===== src/verilog/slc_pkg.sv =====
// Constants shared by the serial link configuration block and its command FIFO.
// Assumes a single 100 MHz clock domain with a synchronous active-low reset.
`default_nettype none

package slc_pkg;

  ////////////////////////////////////////////////////////////////////////////
  // Protocol select codes
  localparam logic [1:0] PROTO_ASCII_PROTOCOL_MODE     = 2'h0;
  localparam logic [1:0] PROTO_RTU      = 2'h1;
  localparam logic [1:0] PROTO_LCD      = 2'h2;
  localparam logic [1:0] PROTO_MAX      = 2'h2;

  ////////////////////////////////////////////////////////////////////////////
  // Reset values of the three settings
  localparam logic [1:0] PROTO_RESET    = 2'h1;
  localparam logic [2:0] BAUD_RESET     = 3'h6;
  localparam logic [7:0] ADDR_RESET     = 8'h01;

  ////////////////////////////////////////////////////////////////////////////
  // Setting selector carried by every write
  localparam logic [1:0] SEL_PROTO      = 2'h0;
  localparam logic [1:0] SEL_BAUD       = 2'h1;
  localparam logic [1:0] SEL_ADDR       = 2'h2;

  ////////////////////////////////////////////////////////////////////////////
  // Character framing
  localparam logic [3:0] ASCII_PROTOCOL_MODE_DATA_BITS = 4'h7;
  localparam logic [1:0] ASCII_PROTOCOL_MODE_STOP_BITS = 2'h1;
  localparam logic [3:0] RTU_DATA_BITS  = 4'h8;
  localparam logic [1:0] RTU_STOP_BITS  = 2'h2;

  ////////////////////////////////////////////////////////////////////////////
  // Node addressing
  localparam logic [7:0] ADDR_GLOBAL    = 8'h00;
  localparam logic [7:0] RTU_ADDR_MAX   = 8'hf7;
  localparam logic [7:0] ASCII_PROTOCOL_MODE_ADDR_MAX  = 8'h63;
  localparam logic [7:0] ASCII_PROTOCOL_MODE_DIGIT_MAX = 8'h09;
  localparam logic [7:0] ASCII_PROTOCOL_MODE_RADIX     = 8'h0a;

  ////////////////////////////////////////////////////////////////////////////
  // Link command word: {is_write, selector, value, frame address}
  localparam int CMD_W        = 19;
  localparam int CMD_ADDR_LSB = 0;
  localparam int CMD_VAL_LSB  = 8;
  localparam int CMD_SEL_LSB  = 16;
  localparam int CMD_WR_BIT   = 18;
  localparam int FIFO_DEPTH   = 8;

endpackage

`default_nettype wire


===== src/verilog/slc_link_config.sv =====
// Protocol, baud and node address settings of the two-wire slave serial port.
// Assumes a framer outside delivers decoded commands and reports end of reply.
//
// Function
// - Protocol 0 ASCII_PROTOCOL_MODE, 1 RTU, 2 RTU keypad-only
// - ASCII_PROTOCOL_MODE characters: 7 data, even parity, 1 stop
// - RTU characters: 8 data, no parity, 2 stop
// - Reply to protocol change uses old protocol
// - Reply to baud change uses old baud
// - Settings writable from keypad, option, link
// - Device only answers, never starts transactions
// - RTU address 1..247; 0 is broadcast
// - ASCII_PROTOCOL_MODE address two digits, each at most 9
// - ASCII_PROTOCOL_MODE 00, and x0 with x the own tens digit, are broadcasts, not own
// - Protocol 2 refuses link access
`default_nettype none

module slc_link_config
  import slc_pkg::*;
#(
  parameter int CMD_DEPTH = FIFO_DEPTH
) (
  // Clock and reset
  input  wire logic       clock,
  input  wire logic       rst_n,
  // Local keypad write
  input  wire logic       kp_wr,
  input  wire logic [1:0] kp_sel,
  input  wire logic [7:0] kp_data,
  // Option module write
  input  wire logic       opt_wr,
  input  wire logic [1:0] opt_sel,
  input  wire logic [7:0] opt_data,
  // Decoded link command
  input  wire logic       link_cmd_valid,
  output logic            link_cmd_ready,
  input  wire logic       link_cmd_write,
  input  wire logic [1:0] link_cmd_sel,
  input  wire logic [7:0] link_cmd_value,
  input  wire logic [7:0] link_cmd_addr,
  // Reply handshake
  output logic            reply_req,
  input  wire logic       reply_done,
  // Settings in force
  output logic [1:0]      link_protocol_select,
  output logic [2:0]      link_baud_select,
  output logic [7:0]      link_node_address,
  output logic            ascii_protocol_mode,
  output logic            link_access_enable,
  // Character format
  output logic [3:0]      char_data_bits,
  output logic            char_parity_even,
  output logic [1:0]      char_stop_bits,
  // Frame outcome pulses
  output logic            frame_accepted,
  output logic            frame_dropped
);

  ////////////////////////////////////////////////////////////////////////////
  // Address helpers

  function automatic logic addr_legal(input logic [1:0] proto, input logic [7:0] a);
    logic ok;
    ok = 1'b0;
    if (proto == PROTO_ASCII_PROTOCOL_MODE)
    begin
      ok = (a <= ASCII_PROTOCOL_MODE_ADDR_MAX) && ((a % ASCII_PROTOCOL_MODE_RADIX) != ADDR_GLOBAL) && ((a % ASCII_PROTOCOL_MODE_RADIX) <= ASCII_PROTOCOL_MODE_DIGIT_MAX);
    end
    else
    begin
      ok = (a != ADDR_GLOBAL) && (a <= RTU_ADDR_MAX);
    end
    return ok;
  endfunction

  function automatic logic addr_bcast(input logic [1:0] proto, input logic [7:0] a, input logic [7:0] own);
    logic b;
    b = (a == ADDR_GLOBAL);
    if (proto == PROTO_ASCII_PROTOCOL_MODE)
    begin
      b = b || (((a % ASCII_PROTOCOL_MODE_RADIX) == ADDR_GLOBAL) && ((a / ASCII_PROTOCOL_MODE_RADIX) == (own / ASCII_PROTOCOL_MODE_RADIX)));
    end
    return b;
  endfunction

  ////////////////////////////////////////////////////////////////////////////
  // Command FIFO

  logic             cmd_valid;
  logic             cmd_pop;
  logic [CMD_W-1:0] cmd_word;
  logic             c_wr;
  logic [1:0]       c_sel;
  logic [7:0]       c_val;
  logic [7:0]       c_addr;

  slc_fifo #(
    .W     (CMD_W),
    .DEPTH (CMD_DEPTH)
  ) slc_fifo_inst (
    .clock     (clock),
    .rst_n     (rst_n),
    .in_valid  (link_cmd_valid),
    .in_ready  (link_cmd_ready),
    .in_data   ({link_cmd_write, link_cmd_sel, link_cmd_value, link_cmd_addr}),
    .out_valid (cmd_valid),
    .out_ready (cmd_pop),
    .out_data  (cmd_word)
  );

  assign c_wr   = cmd_word[CMD_WR_BIT];
  assign c_sel  = cmd_word[CMD_SEL_LSB +: 2];
  assign c_val  = cmd_word[CMD_VAL_LSB +: 8];
  assign c_addr = cmd_word[CMD_ADDR_LSB +: 8];

  ////////////////////////////////////////////////////////////////////////////
  // State

  typedef struct packed {
    logic [1:0] proto;
    logic [2:0] baud;
    logic [7:0] addr;
    logic       pend_proto_v;
    logic [1:0] pend_proto;
    logic       pend_baud_v;
    logic [2:0] pend_baud;
    logic       reply_busy;
    logic       accepted;
    logic       dropped;
    logic [3:0] data_bits;
    logic       parity_even;
    logic [1:0] stop_bits;
  } slc_state_t;

  slc_state_t st;
  slc_state_t next_st;
  logic       c_bcast;
  logic       c_match;

  // Commands are held back while a reply is in flight
  assign cmd_pop = cmd_valid && !st.reply_busy;
  assign c_bcast = addr_bcast(st.proto, c_addr, st.addr);
  assign c_match = c_bcast || (c_addr == st.addr);

  always_comb
  begin
    next_st          = st;
    next_st.accepted = 1'b0;
    next_st.dropped  = 1'b0;
    // Staged link values land once the reply is out
    if (st.reply_busy && reply_done)
    begin
      next_st.reply_busy = 1'b0;
      if (st.pend_proto_v)
      begin
        next_st.proto = st.pend_proto;
      end
      if (st.pend_baud_v)
      begin
        next_st.baud = st.pend_baud;
      end
      next_st.pend_proto_v = 1'b0;
      next_st.pend_baud_v  = 1'b0;
    end
    if (cmd_pop)
    begin
      if (st.proto == PROTO_LCD || !c_match)
      begin
        next_st.dropped = 1'b1;
      end
      else
      begin
        next_st.accepted   = 1'b1;
        next_st.reply_busy = !c_bcast;
        if (c_wr && c_sel == SEL_PROTO && c_val <= 8'(PROTO_MAX))
        begin
          if (c_bcast)
          begin
            next_st.proto = c_val[1:0];
          end
          else
          begin
            next_st.pend_proto_v = 1'b1;
            next_st.pend_proto   = c_val[1:0];
          end
        end
        if (c_wr && c_sel == SEL_BAUD)
        begin
          if (c_bcast)
          begin
            next_st.baud = c_val[2:0];
          end
          else
          begin
            next_st.pend_baud_v = 1'b1;
            next_st.pend_baud   = c_val[2:0];
          end
        end
        if (c_wr && c_sel == SEL_ADDR && addr_legal(st.proto, c_val))
        begin
          next_st.addr = c_val;
        end
      end
    end
    // Option module, then keypad; the keypad wins a tie
    if (opt_wr && opt_sel == SEL_PROTO && opt_data <= 8'(PROTO_MAX))
    begin
      next_st.proto = opt_data[1:0];
    end
    if (opt_wr && opt_sel == SEL_BAUD)
    begin
      next_st.baud = opt_data[2:0];
    end
    if (opt_wr && opt_sel == SEL_ADDR && addr_legal(st.proto, opt_data))
    begin
      next_st.addr = opt_data;
    end
    if (kp_wr && kp_sel == SEL_PROTO && kp_data <= 8'(PROTO_MAX))
    begin
      next_st.proto = kp_data[1:0];
    end
    if (kp_wr && kp_sel == SEL_BAUD)
    begin
      next_st.baud = kp_data[2:0];
    end
    if (kp_wr && kp_sel == SEL_ADDR && addr_legal(st.proto, kp_data))
    begin
      next_st.addr = kp_data;
    end
    // Framing follows the protocol in force
    if (next_st.proto == PROTO_ASCII_PROTOCOL_MODE)
    begin
      next_st.data_bits   = ASCII_PROTOCOL_MODE_DATA_BITS;
      next_st.parity_even = 1'b1;
      next_st.stop_bits   = ASCII_PROTOCOL_MODE_STOP_BITS;
    end
    else
    begin
      next_st.data_bits   = RTU_DATA_BITS;
      next_st.parity_even = 1'b0;
      next_st.stop_bits   = RTU_STOP_BITS;
    end
  end

  always_ff @(posedge clock)
  begin
    if (!rst_n)
    begin
      st             <= '0;
      st.proto       <= PROTO_RESET;
      st.baud        <= BAUD_RESET;
      st.addr        <= ADDR_RESET;
      st.data_bits   <= RTU_DATA_BITS;
      st.stop_bits   <= RTU_STOP_BITS;
    end
    else
    begin
      st <= next_st;
    end
  end

  assign reply_req            = st.reply_busy;
  assign link_protocol_select = st.proto;
  assign link_baud_select     = st.baud;
  assign link_node_address    = st.addr;
  assign ascii_protocol_mode  = (st.proto == PROTO_ASCII_PROTOCOL_MODE);
  assign link_access_enable   = (st.proto != PROTO_LCD);
  assign char_data_bits       = st.data_bits;
  assign char_parity_even     = st.parity_even;
  assign char_stop_bits       = st.stop_bits;
  assign frame_accepted       = st.accepted;
  assign frame_dropped        = st.dropped;

  ////////////////////////////////////////////////////////////////////////////
  // Checks

  chk_proto_range: assert property (@(posedge clock) disable iff (!rst_n) st.proto <= PROTO_MAX)
    else $error("protocol select out of range");

  chk_ascii_protocol_mode_format: assert property (@(posedge clock) disable iff (!rst_n)
    st.proto == PROTO_ASCII_PROTOCOL_MODE |-> st.data_bits == 4'h7 && st.parity_even && st.stop_bits == 2'h1)
    else $error("ASCII_PROTOCOL_MODE framing wrong");

  chk_rtu_format: assert property (@(posedge clock) disable iff (!rst_n)
    st.proto != PROTO_ASCII_PROTOCOL_MODE |-> st.data_bits == 4'h8 && !st.parity_even && st.stop_bits == 2'h2)
    else $error("RTU framing wrong");

  chk_reply_old_proto: assert property (@(posedge clock) disable iff (!rst_n)
    (st.reply_busy && !reply_done || cmd_pop && !c_bcast) && !kp_wr && !opt_wr |=> $stable(st.proto))
    else $error("protocol changed during reply");

  chk_reply_old_baud: assert property (@(posedge clock) disable iff (!rst_n)
    (st.reply_busy && !reply_done || cmd_pop && !c_bcast) && !kp_wr && !opt_wr |=> $stable(st.baud))
    else $error("baud changed during reply");

  chk_keypad_write: assert property (@(posedge clock) disable iff (!rst_n)
    kp_wr && kp_sel == SEL_BAUD |=> st.baud == 3'($past(kp_data)))
    else $error("keypad baud write lost");

  chk_slave_only: assert property (@(posedge clock) disable iff (!rst_n)
    $rose(st.reply_busy) |-> $past(cmd_pop) && $past(c_match))
    else $error("reply without request");

  chk_rtu_addr: assert property (@(posedge clock) disable iff (!rst_n)
    !$stable(st.addr) && $stable(st.proto) && st.proto != PROTO_ASCII_PROTOCOL_MODE |-> st.addr != 8'h00 && st.addr <= 8'hf7)
    else $error("illegal RTU address stored");

  chk_ascii_protocol_mode_addr: assert property (@(posedge clock) disable iff (!rst_n)
    !$stable(st.addr) && $stable(st.proto) && st.proto == PROTO_ASCII_PROTOCOL_MODE |-> st.addr <= 8'h63 && (st.addr % 8'h0a) != 8'h00)
    else $error("illegal ASCII_PROTOCOL_MODE address stored");

  chk_lcd_refuse: assert property (@(posedge clock) disable iff (!rst_n)
    cmd_pop && st.proto == PROTO_LCD |=> frame_dropped && !st.reply_busy)
    else $error("link access in keypad-only mode");

  chk_bcast_silent: assert property (@(posedge clock) disable iff (!rst_n)
    cmd_pop && c_bcast |=> !st.reply_busy)
    else $error("reply to broadcast");

  chk_apply_after: assert property (@(posedge clock) disable iff (!rst_n)
    st.reply_busy && reply_done && st.pend_proto_v && !kp_wr && !opt_wr |=> st.proto == $past(st.pend_proto))
    else $error("staged protocol not applied");

endmodule

`default_nettype wire


===== src/verilog/slc_fifo.sv =====
// Synchronous FIFO with valid/ready on both sides, show-ahead output.
// Assumes one clock; reset empties it.
`default_nettype none

module slc_fifo #(
  parameter int W     = 8,
  parameter int DEPTH = 8
) (
  // Clock and reset
  input  wire logic         clock,
  input  wire logic         rst_n,
  // Fill side
  input  wire logic         in_valid,
  output logic              in_ready,
  input  wire logic [W-1:0] in_data,
  // Drain side
  output logic              out_valid,
  input  wire logic         out_ready,
  output logic [W-1:0]      out_data
);

  localparam int PW = (DEPTH > 1) ? $clog2(DEPTH) : 1;
  localparam int CW = $clog2(DEPTH + 1);
  localparam logic [CW-1:0] FULL_CNT = CW'(DEPTH);
  localparam logic [PW-1:0] LAST_PTR = PW'(DEPTH - 1);

  typedef struct packed {
    logic [DEPTH-1:0][W-1:0] mem;
    logic [PW-1:0]           wr_ptr;
    logic [PW-1:0]           rd_ptr;
    logic [CW-1:0]           count;
  } slc_fifo_state_t;

  slc_fifo_state_t st;
  slc_fifo_state_t next_st;
  logic            push;
  logic            pop;

  assign in_ready  = (st.count != FULL_CNT);
  assign out_valid = (st.count != '0);
  assign out_data  = st.mem[st.rd_ptr];
  assign push      = in_valid && in_ready;
  assign pop       = out_valid && out_ready;

  always_comb
  begin
    next_st = st;
    if (push)
    begin
      next_st.mem[st.wr_ptr] = in_data;
      next_st.wr_ptr = (st.wr_ptr == LAST_PTR) ? '0 : st.wr_ptr + 1'b1;
    end
    if (pop)
    begin
      next_st.rd_ptr = (st.rd_ptr == LAST_PTR) ? '0 : st.rd_ptr + 1'b1;
    end
    if (push && !pop)
    begin
      next_st.count = st.count + 1'b1;
    end
    else if (pop && !push)
    begin
      next_st.count = st.count - 1'b1;
    end
  end

  always_ff @(posedge clock)
  begin
    if (!rst_n)
    begin
      st <= '0;
    end
    else
    begin
      st <= next_st;
    end
  end

endmodule

`default_nettype wire


===== config.mk =====
export PLATFORM = sky130hd
export DESIGN_NAME = slc_link_config
export DESIGN_NICKNAME = d
export VERILOG_FILES = /design/src/verilog/slc_pkg.sv /design/src/verilog/slc_link_config.sv /design/src/verilog/slc_fifo.sv
export SDC_FILE = /design/constraint.sdc
export NUM_CORES = 1
export LEC_CHECK = 0
export ABC_AREA = 0
export BUFFER_PORTS_ARGS = -buffer_cell sky130_fd_sc_hd__buf_2
export CAP_MARGIN = 20
export CORE_ASPECT_RATIO = 0.6
export CORE_UTILIZATION = 55
export DETAILED_ROUTE_END_ITERATION = 10
export GPL_ROUTABILITY_DRIVEN = 0
export HOLD_SLACK_MARGIN = 0.03
export PLACE_DENSITY = 0.75
export SYNTH_ARGS = -nofsm -noshare
export SYNTH_HDL_FRONTEND = slang
export SYNTH_SLANG_ARGS = --single-unit

===== constraint.sdc =====
create_clock -name clock -period 4 [get_ports clock]
set_input_delay 0.4 -clock clock [delete_from_list [all_inputs] [get_ports clock]]
set_output_delay 0.4 -clock clock [all_outputs]
set_load 0.01 [all_outputs]

# Word level (Yosys, flattened, before mapping)
# Index checks and enable logic that the tools add are counted.
# W data, S select, Z words.
# classes
addsub	4
div	6
order_cmp	15
n_eq_ne	14
mux	40
bitwise_logic	2
reduce_logical	61
# ops
op	n
$bwmux W152	1
$bmux W19 S3	1
$demux W19 S3	1
$reduce_bool A8 Y1	6
$mux W19	2
$logic_and A1 B1 Y1	32
$mod A8 B4 Y8 const B	4
$mux W3	9
$le A8 B2 Y1 const B	3
$le A8 B4 Y1 const B	3
$le A8 B7 Y1 const B	3
$le A8 B8 Y1 const B	3
$mux W8	3
$mux W23	1
$mux W22	1
$div A8 B4 Y8 const B	2
$eq A8 B8 Y1	2
$logic_not A8 Y1	2
$mux W4	4
$logic_not A2 Y1	5
$mux W1	10
$mux W2	5
$eq A2 B2 Y1 const B	4
$lt A3 B4 Y1 const B	2
other kinds (20)	33
# word_totals
ff_bits	192
input_bits	45
wordCells	166

# Logic depth before layout (Yosys ltp)
# depth
depth_word	20
ltp_mapped	20
ltp_nobuf	17

# Cells and area by module
# A second synthesis with hierarchy kept.
# hier_totals
hier_cells	1343
area_unflattened_um2	11599.9
# modules_own_cells
module	n_inst	cells_per_inst	area_each_um2
slc_fifo	1	777	7609.8
slc_link_config	1	566	3990.1

# Least setup slack after synthesis
# No wires, ideal clock.
# synth_timing
path_kind	register to register
start	reg slc_fifo_inst.st[5] in the netlist's numbering
end	reg st (netlist bit link_node_address[0])
setup_time_ps	132
arrival_ps	4129
setup_slack_ps	-261
stages_incl_launch_ff	17
path_buffers	4
cell_sequence	dfxtp_1 buf_6 buf_4 mux4_2 mux2i_1 clkbuf_1 o31ai_1 a211o_1 a21oi_1 ha_1 a221oi_1 o31a_1 a31oi_1 o41a_1 buf_6 mux2_4 a2bb2oi_1
# synth_via
elab_chain_cells	12
# synth_rtl
element	line_no	rtl
start, declared	slc_fifo.sv:34	slc_fifo_state_t st;
start signal, assigned	slc_fifo.sv:75	st <= next_st;
$bmux W19 S3 *	slc_fifo.sv:41	assign out_data = st.mem[st.rd_ptr];
$mux W19 (not written as such) *	slc_fifo.sv:41	
branches (longest 10 deep; another with $mod A8 B4 Y8)	n/a	
end signal, assigned	slc_link_config.sv:258	st <= next_st;
end, declared	slc_link_config.sv:135	slc_state_t st;
# Every way passes the cells marked *. The select of a mux whose other input is x is not followed.
# A chain may end at the register's enable or synchronous reset.

# Final worst setup path
# Same ends and word-level chain as after synthesis.

==> results.md <==
* Outcome: finished, violations left
* Failing checks: negative setup slack
* Crit path kind: flip-flop to flip-flop
* Netlist Area Pre-Place at 10920 µm²
* DP HPWL at 21690 µm
* Clock buffer depth at 2
* Clock Latency Late Sink at 440 ps
* Htree depth at 4
* Final period utilization at 102.2%
* Ant. Diodes at 0
* Final wirelength at 34320 µm
* Post-Syn Nets at 1438
* Max VDD drop at 0.3563 mV
* Reg clk slew, reported paths at around 80 ps
* Total CTS buffers at 17
* Initial antenna violation count at 0
* CTS tree: built
* Placed Cells incl. Taps at roughly 1.7k
* Final setup fails at 8
* Critical path cell sequence: buf_12 -> mux4_2 -> mux2i_4 -> nor4_4 -> buf_4 -> a211oi_2 -> o22ai_2 -> or3_1 -> a211oi_2 -> a21oi_2 -> or2_4 -> o41a_1 -> mux2_4 -> a2bb2oi_1
* Design Power at 6.523 mW
* Clk sinks at 187
* Worst EP arrival at 4420 ps
* Core area at a little under 20000 µm²
* CP Capture Type: flip-flop
* TritonRoute pass-1 iters at 5
* Slew HR at 25.92%
* Sequential share of the synthesized area at about 34%
* Slowest cell on the critical path: mux4_2
* DRT antenna net count at 0
* Largest net degree at the start of global routing at 110
* Final worst slack at -88.17 ps
* Full die area at between 20000 and 25000 µm²
* Design area at 12770 µm²
* Worst Hold Slack at between 200 and 250 ps
* Syn Area/Cell at ~7.9 µm²
* Row Count at 39
* Crit-path max FO at 6
* DRC at 0
* Commonest non-fill, non-tap cell in the layout: nand2_1
* Layout cell share with drive strength beyond 1 at 21.62%
* Routed vias/inst at 6.268
* Yosys Warn Count at 0
* Synth async-reset ratio at 0%
* Critical path required time at roughly 4300 ps
* FF+latch count, synth at about 190
* Placement Cell Area at ~12000 µm²
* Crit path buf inv count at 2
* Initial core utilization at a little under three fifths
* Area Growth Syn to Fin at 16.98%
* Largest delay share family, worst path: compound AO/OA/AOI/OAI gates
* Number of flops mapped to enable cells by yosys at 0
* Ys flop type: dfxtp_1
* Hold Crit Class: primary input to flip-flop
* Total track usage at 33.54%
* Library cells used by synthesis at 86
* GRT overflow at 0
* Max Cap Viol at 0
* Leak at 4.613 nW
* Pwr/cell area at 510.6 nW/µm²
* Measured slew at the worst slew-check pin at 1108 ps
* Die width at approximately 180 µm
* Post-synthesis cell count at 1378
* Vias in the first global route at 9727
* Die Ht at 111.2 µm
* RSZ-0062 raised after global routing: yes
* Most frequent cells in the layout: 346 x nand2_1, 193 x a21oi_1, 184 x dfxtp_1, 88 x buf_4, 70 x buf_2
* DR WL/cell at 19.92 µm
* CP Launch Type: flip-flop
* Ports at 71
* Port bufs at 70
* Cell mode on critical path: a211oi_2
* Nets at 1504
* Min cycle time layout at 4088 ps
* Clk Tree Root Cell: clkbuf_16
* DR iter-0 viols at 1392
* Max Fclk at 244.6 MHz
* Total number of vias at 10.80k
* Max-slew violation count at 0
* First-pass GRT wire length at approximately 53000 µm
* Final Hold Fails at 0
* Slowest stage delay, CP at between 500 and 600 ps
* Clock skew at roughly 11 ps
* Layout Cells excl Fill at 1723
worst register-to-register path, stage by stage, from the launching register on:
cell and delay, ps:
dfxtp_4 410, buf_12 140, mux4_2 540, mux2i_4 310
nor4_4 70, buf_4 150, a211oi_2 210, o22ai_2 120
or3_1 390, a211oi_2 310, a21oi_2 120, or2_4 260
o41a_1 480, mux2_4 320, a2bb2oi_1 130
synthesized netlist by cell type (7+ instances only):
| cell type | number | area (µm²) |
|---|---|---|
| nand2_1 | 347 | 1303 |
| a21oi_1 | 197 | 986.0 |
| dfxtp_1 | 187 | 3744 |
| clkbuf_1 | 68 | 255.2 |
| nor2_1 | 68 | 255.2 |
| mux2i_1 | 39 | 390.4 |
| nor3_1 | 37 | 185.2 |
| mux4_2 | 35 | 788.3 |
| o21ai_0 | 30 | 150.1 |
| inv_1 | 23 | 86.33 |
| buf_4 | 21 | 157.7 |
| xnor2_1 | 21 | 183.9 |
| nand3_1 | 18 | 90.09 |
| mux2_2 | 15 | 168.9 |
| ha_1 | 14 | 175.2 |
| nor2b_1 | 14 | 87.58 |
| o31ai_1 | 12 | 90.09 |
| buf_2 | 11 | 55.05 |
| clkbuf_2 | 11 | 55.05 |
| buf_1 | 10 | 37.54 |
| a21o_1 | 9 | 67.56 |
| nand2b_1 | 9 | 56.30 |
| nand3b_1 | 9 | 67.56 |
| o22ai_1 | 9 | 56.30 |
| and2_1 | 8 | 50.05 |
| nor4_1 | 8 | 50.05 |
| a211oi_1 | 7 | 52.55 |
| o2bb2ai_1 | 7 | 61.31 |
| or3_1 | 7 | 43.79 |
logic make-up (layout without fill, tap and decap cells):
group | Yosys count | in the layout | synth area share, %
AOI/OAI and AO/OA | 349 | 349 | 19.55
buffers and inverters | 147 | 226 | 6.164
xor gates and xnor gates | 22 | 22 | 1.764
and+or+nand+nor | 560 | 560 | 22.59
DFF | 187 | 187 | 34.28
adders and majority gates | 17 | 17 | 1.971
muxes | 96 | 96 | 13.68
final cells by class:
| class | count | area, µm² |
|---|---|---|
| clock buffer | 18 | 439.2 |
| clock inverter | 14 | 147.6 |
| fill | 1556 | 6451 |
| inverter | 24 | 92.59 |
| multi-input combinational | 1044 | 6773 |
| sequential | 187 | 3752 |
| tap | 266 | 332.8 |
| timing repair buffer | 170 | 1237 |
routing by layer:
layer	part of all wire, %	up-vias	GRT usage [%]	wire, µm
li1	-	4985	-	-
met1	44	5179	50.26	15050
met2	43	599	46.52	14710
met3	12	36	9.428	4099
met4	1.3	0	8.667	459
met5	0	-	0	0
registers in the layout, indices dropped and copies added (netlist names):
register	count
link_node_address	8
frame_dropped	1
frame_accepted	1
char_data_bits	2
slc_fifo_inst.st	162
link_baud_select	3
st	7
reply_req	1
link_protocol_select	2
final timing paths:
kind | start | end | slack [ps] | cells after the start
setup / recovery | slc_fifo_inst.st[5] | link_node_address[0] | -90 | 14
hold / removal | rst_n | link_baud_select[1] | 240 | 2
setup reg to reg | slc_fifo_inst.st[5] | link_node_address[0] | -90 | 14
hold reg to reg | slc_fifo_inst.st[97] | slc_fifo_inst.st[97] | 450 | 2
per-stage QoR:
stage	utilization [%]	TNS [ps]	setup slack [ps]
floorplan	-	0	3.634
global placement	60.80	0	53.22
detailed placement	60.80	-1020	-129.4
CTS	64.87	0	0.9552
global route	66.45	-2154	-263.4
finish	66.45	-541.3	-88.17
where the power goes:
group,internal (mW),switching [mW]
sequential,1.96,0.107
clock,0.900,0.829
combinational,1.24,1.49
repair_timing:
action | CTS | global route
resized for setup | 23 | 30
pin swaps | 4 | 21
hold buffers | 0 | 0
endpoints found under the setup margin | 12 | 21
gates cloned | 1 | 1
setup buffers | 6 | 20
Power figures use the tool's default switching activity.
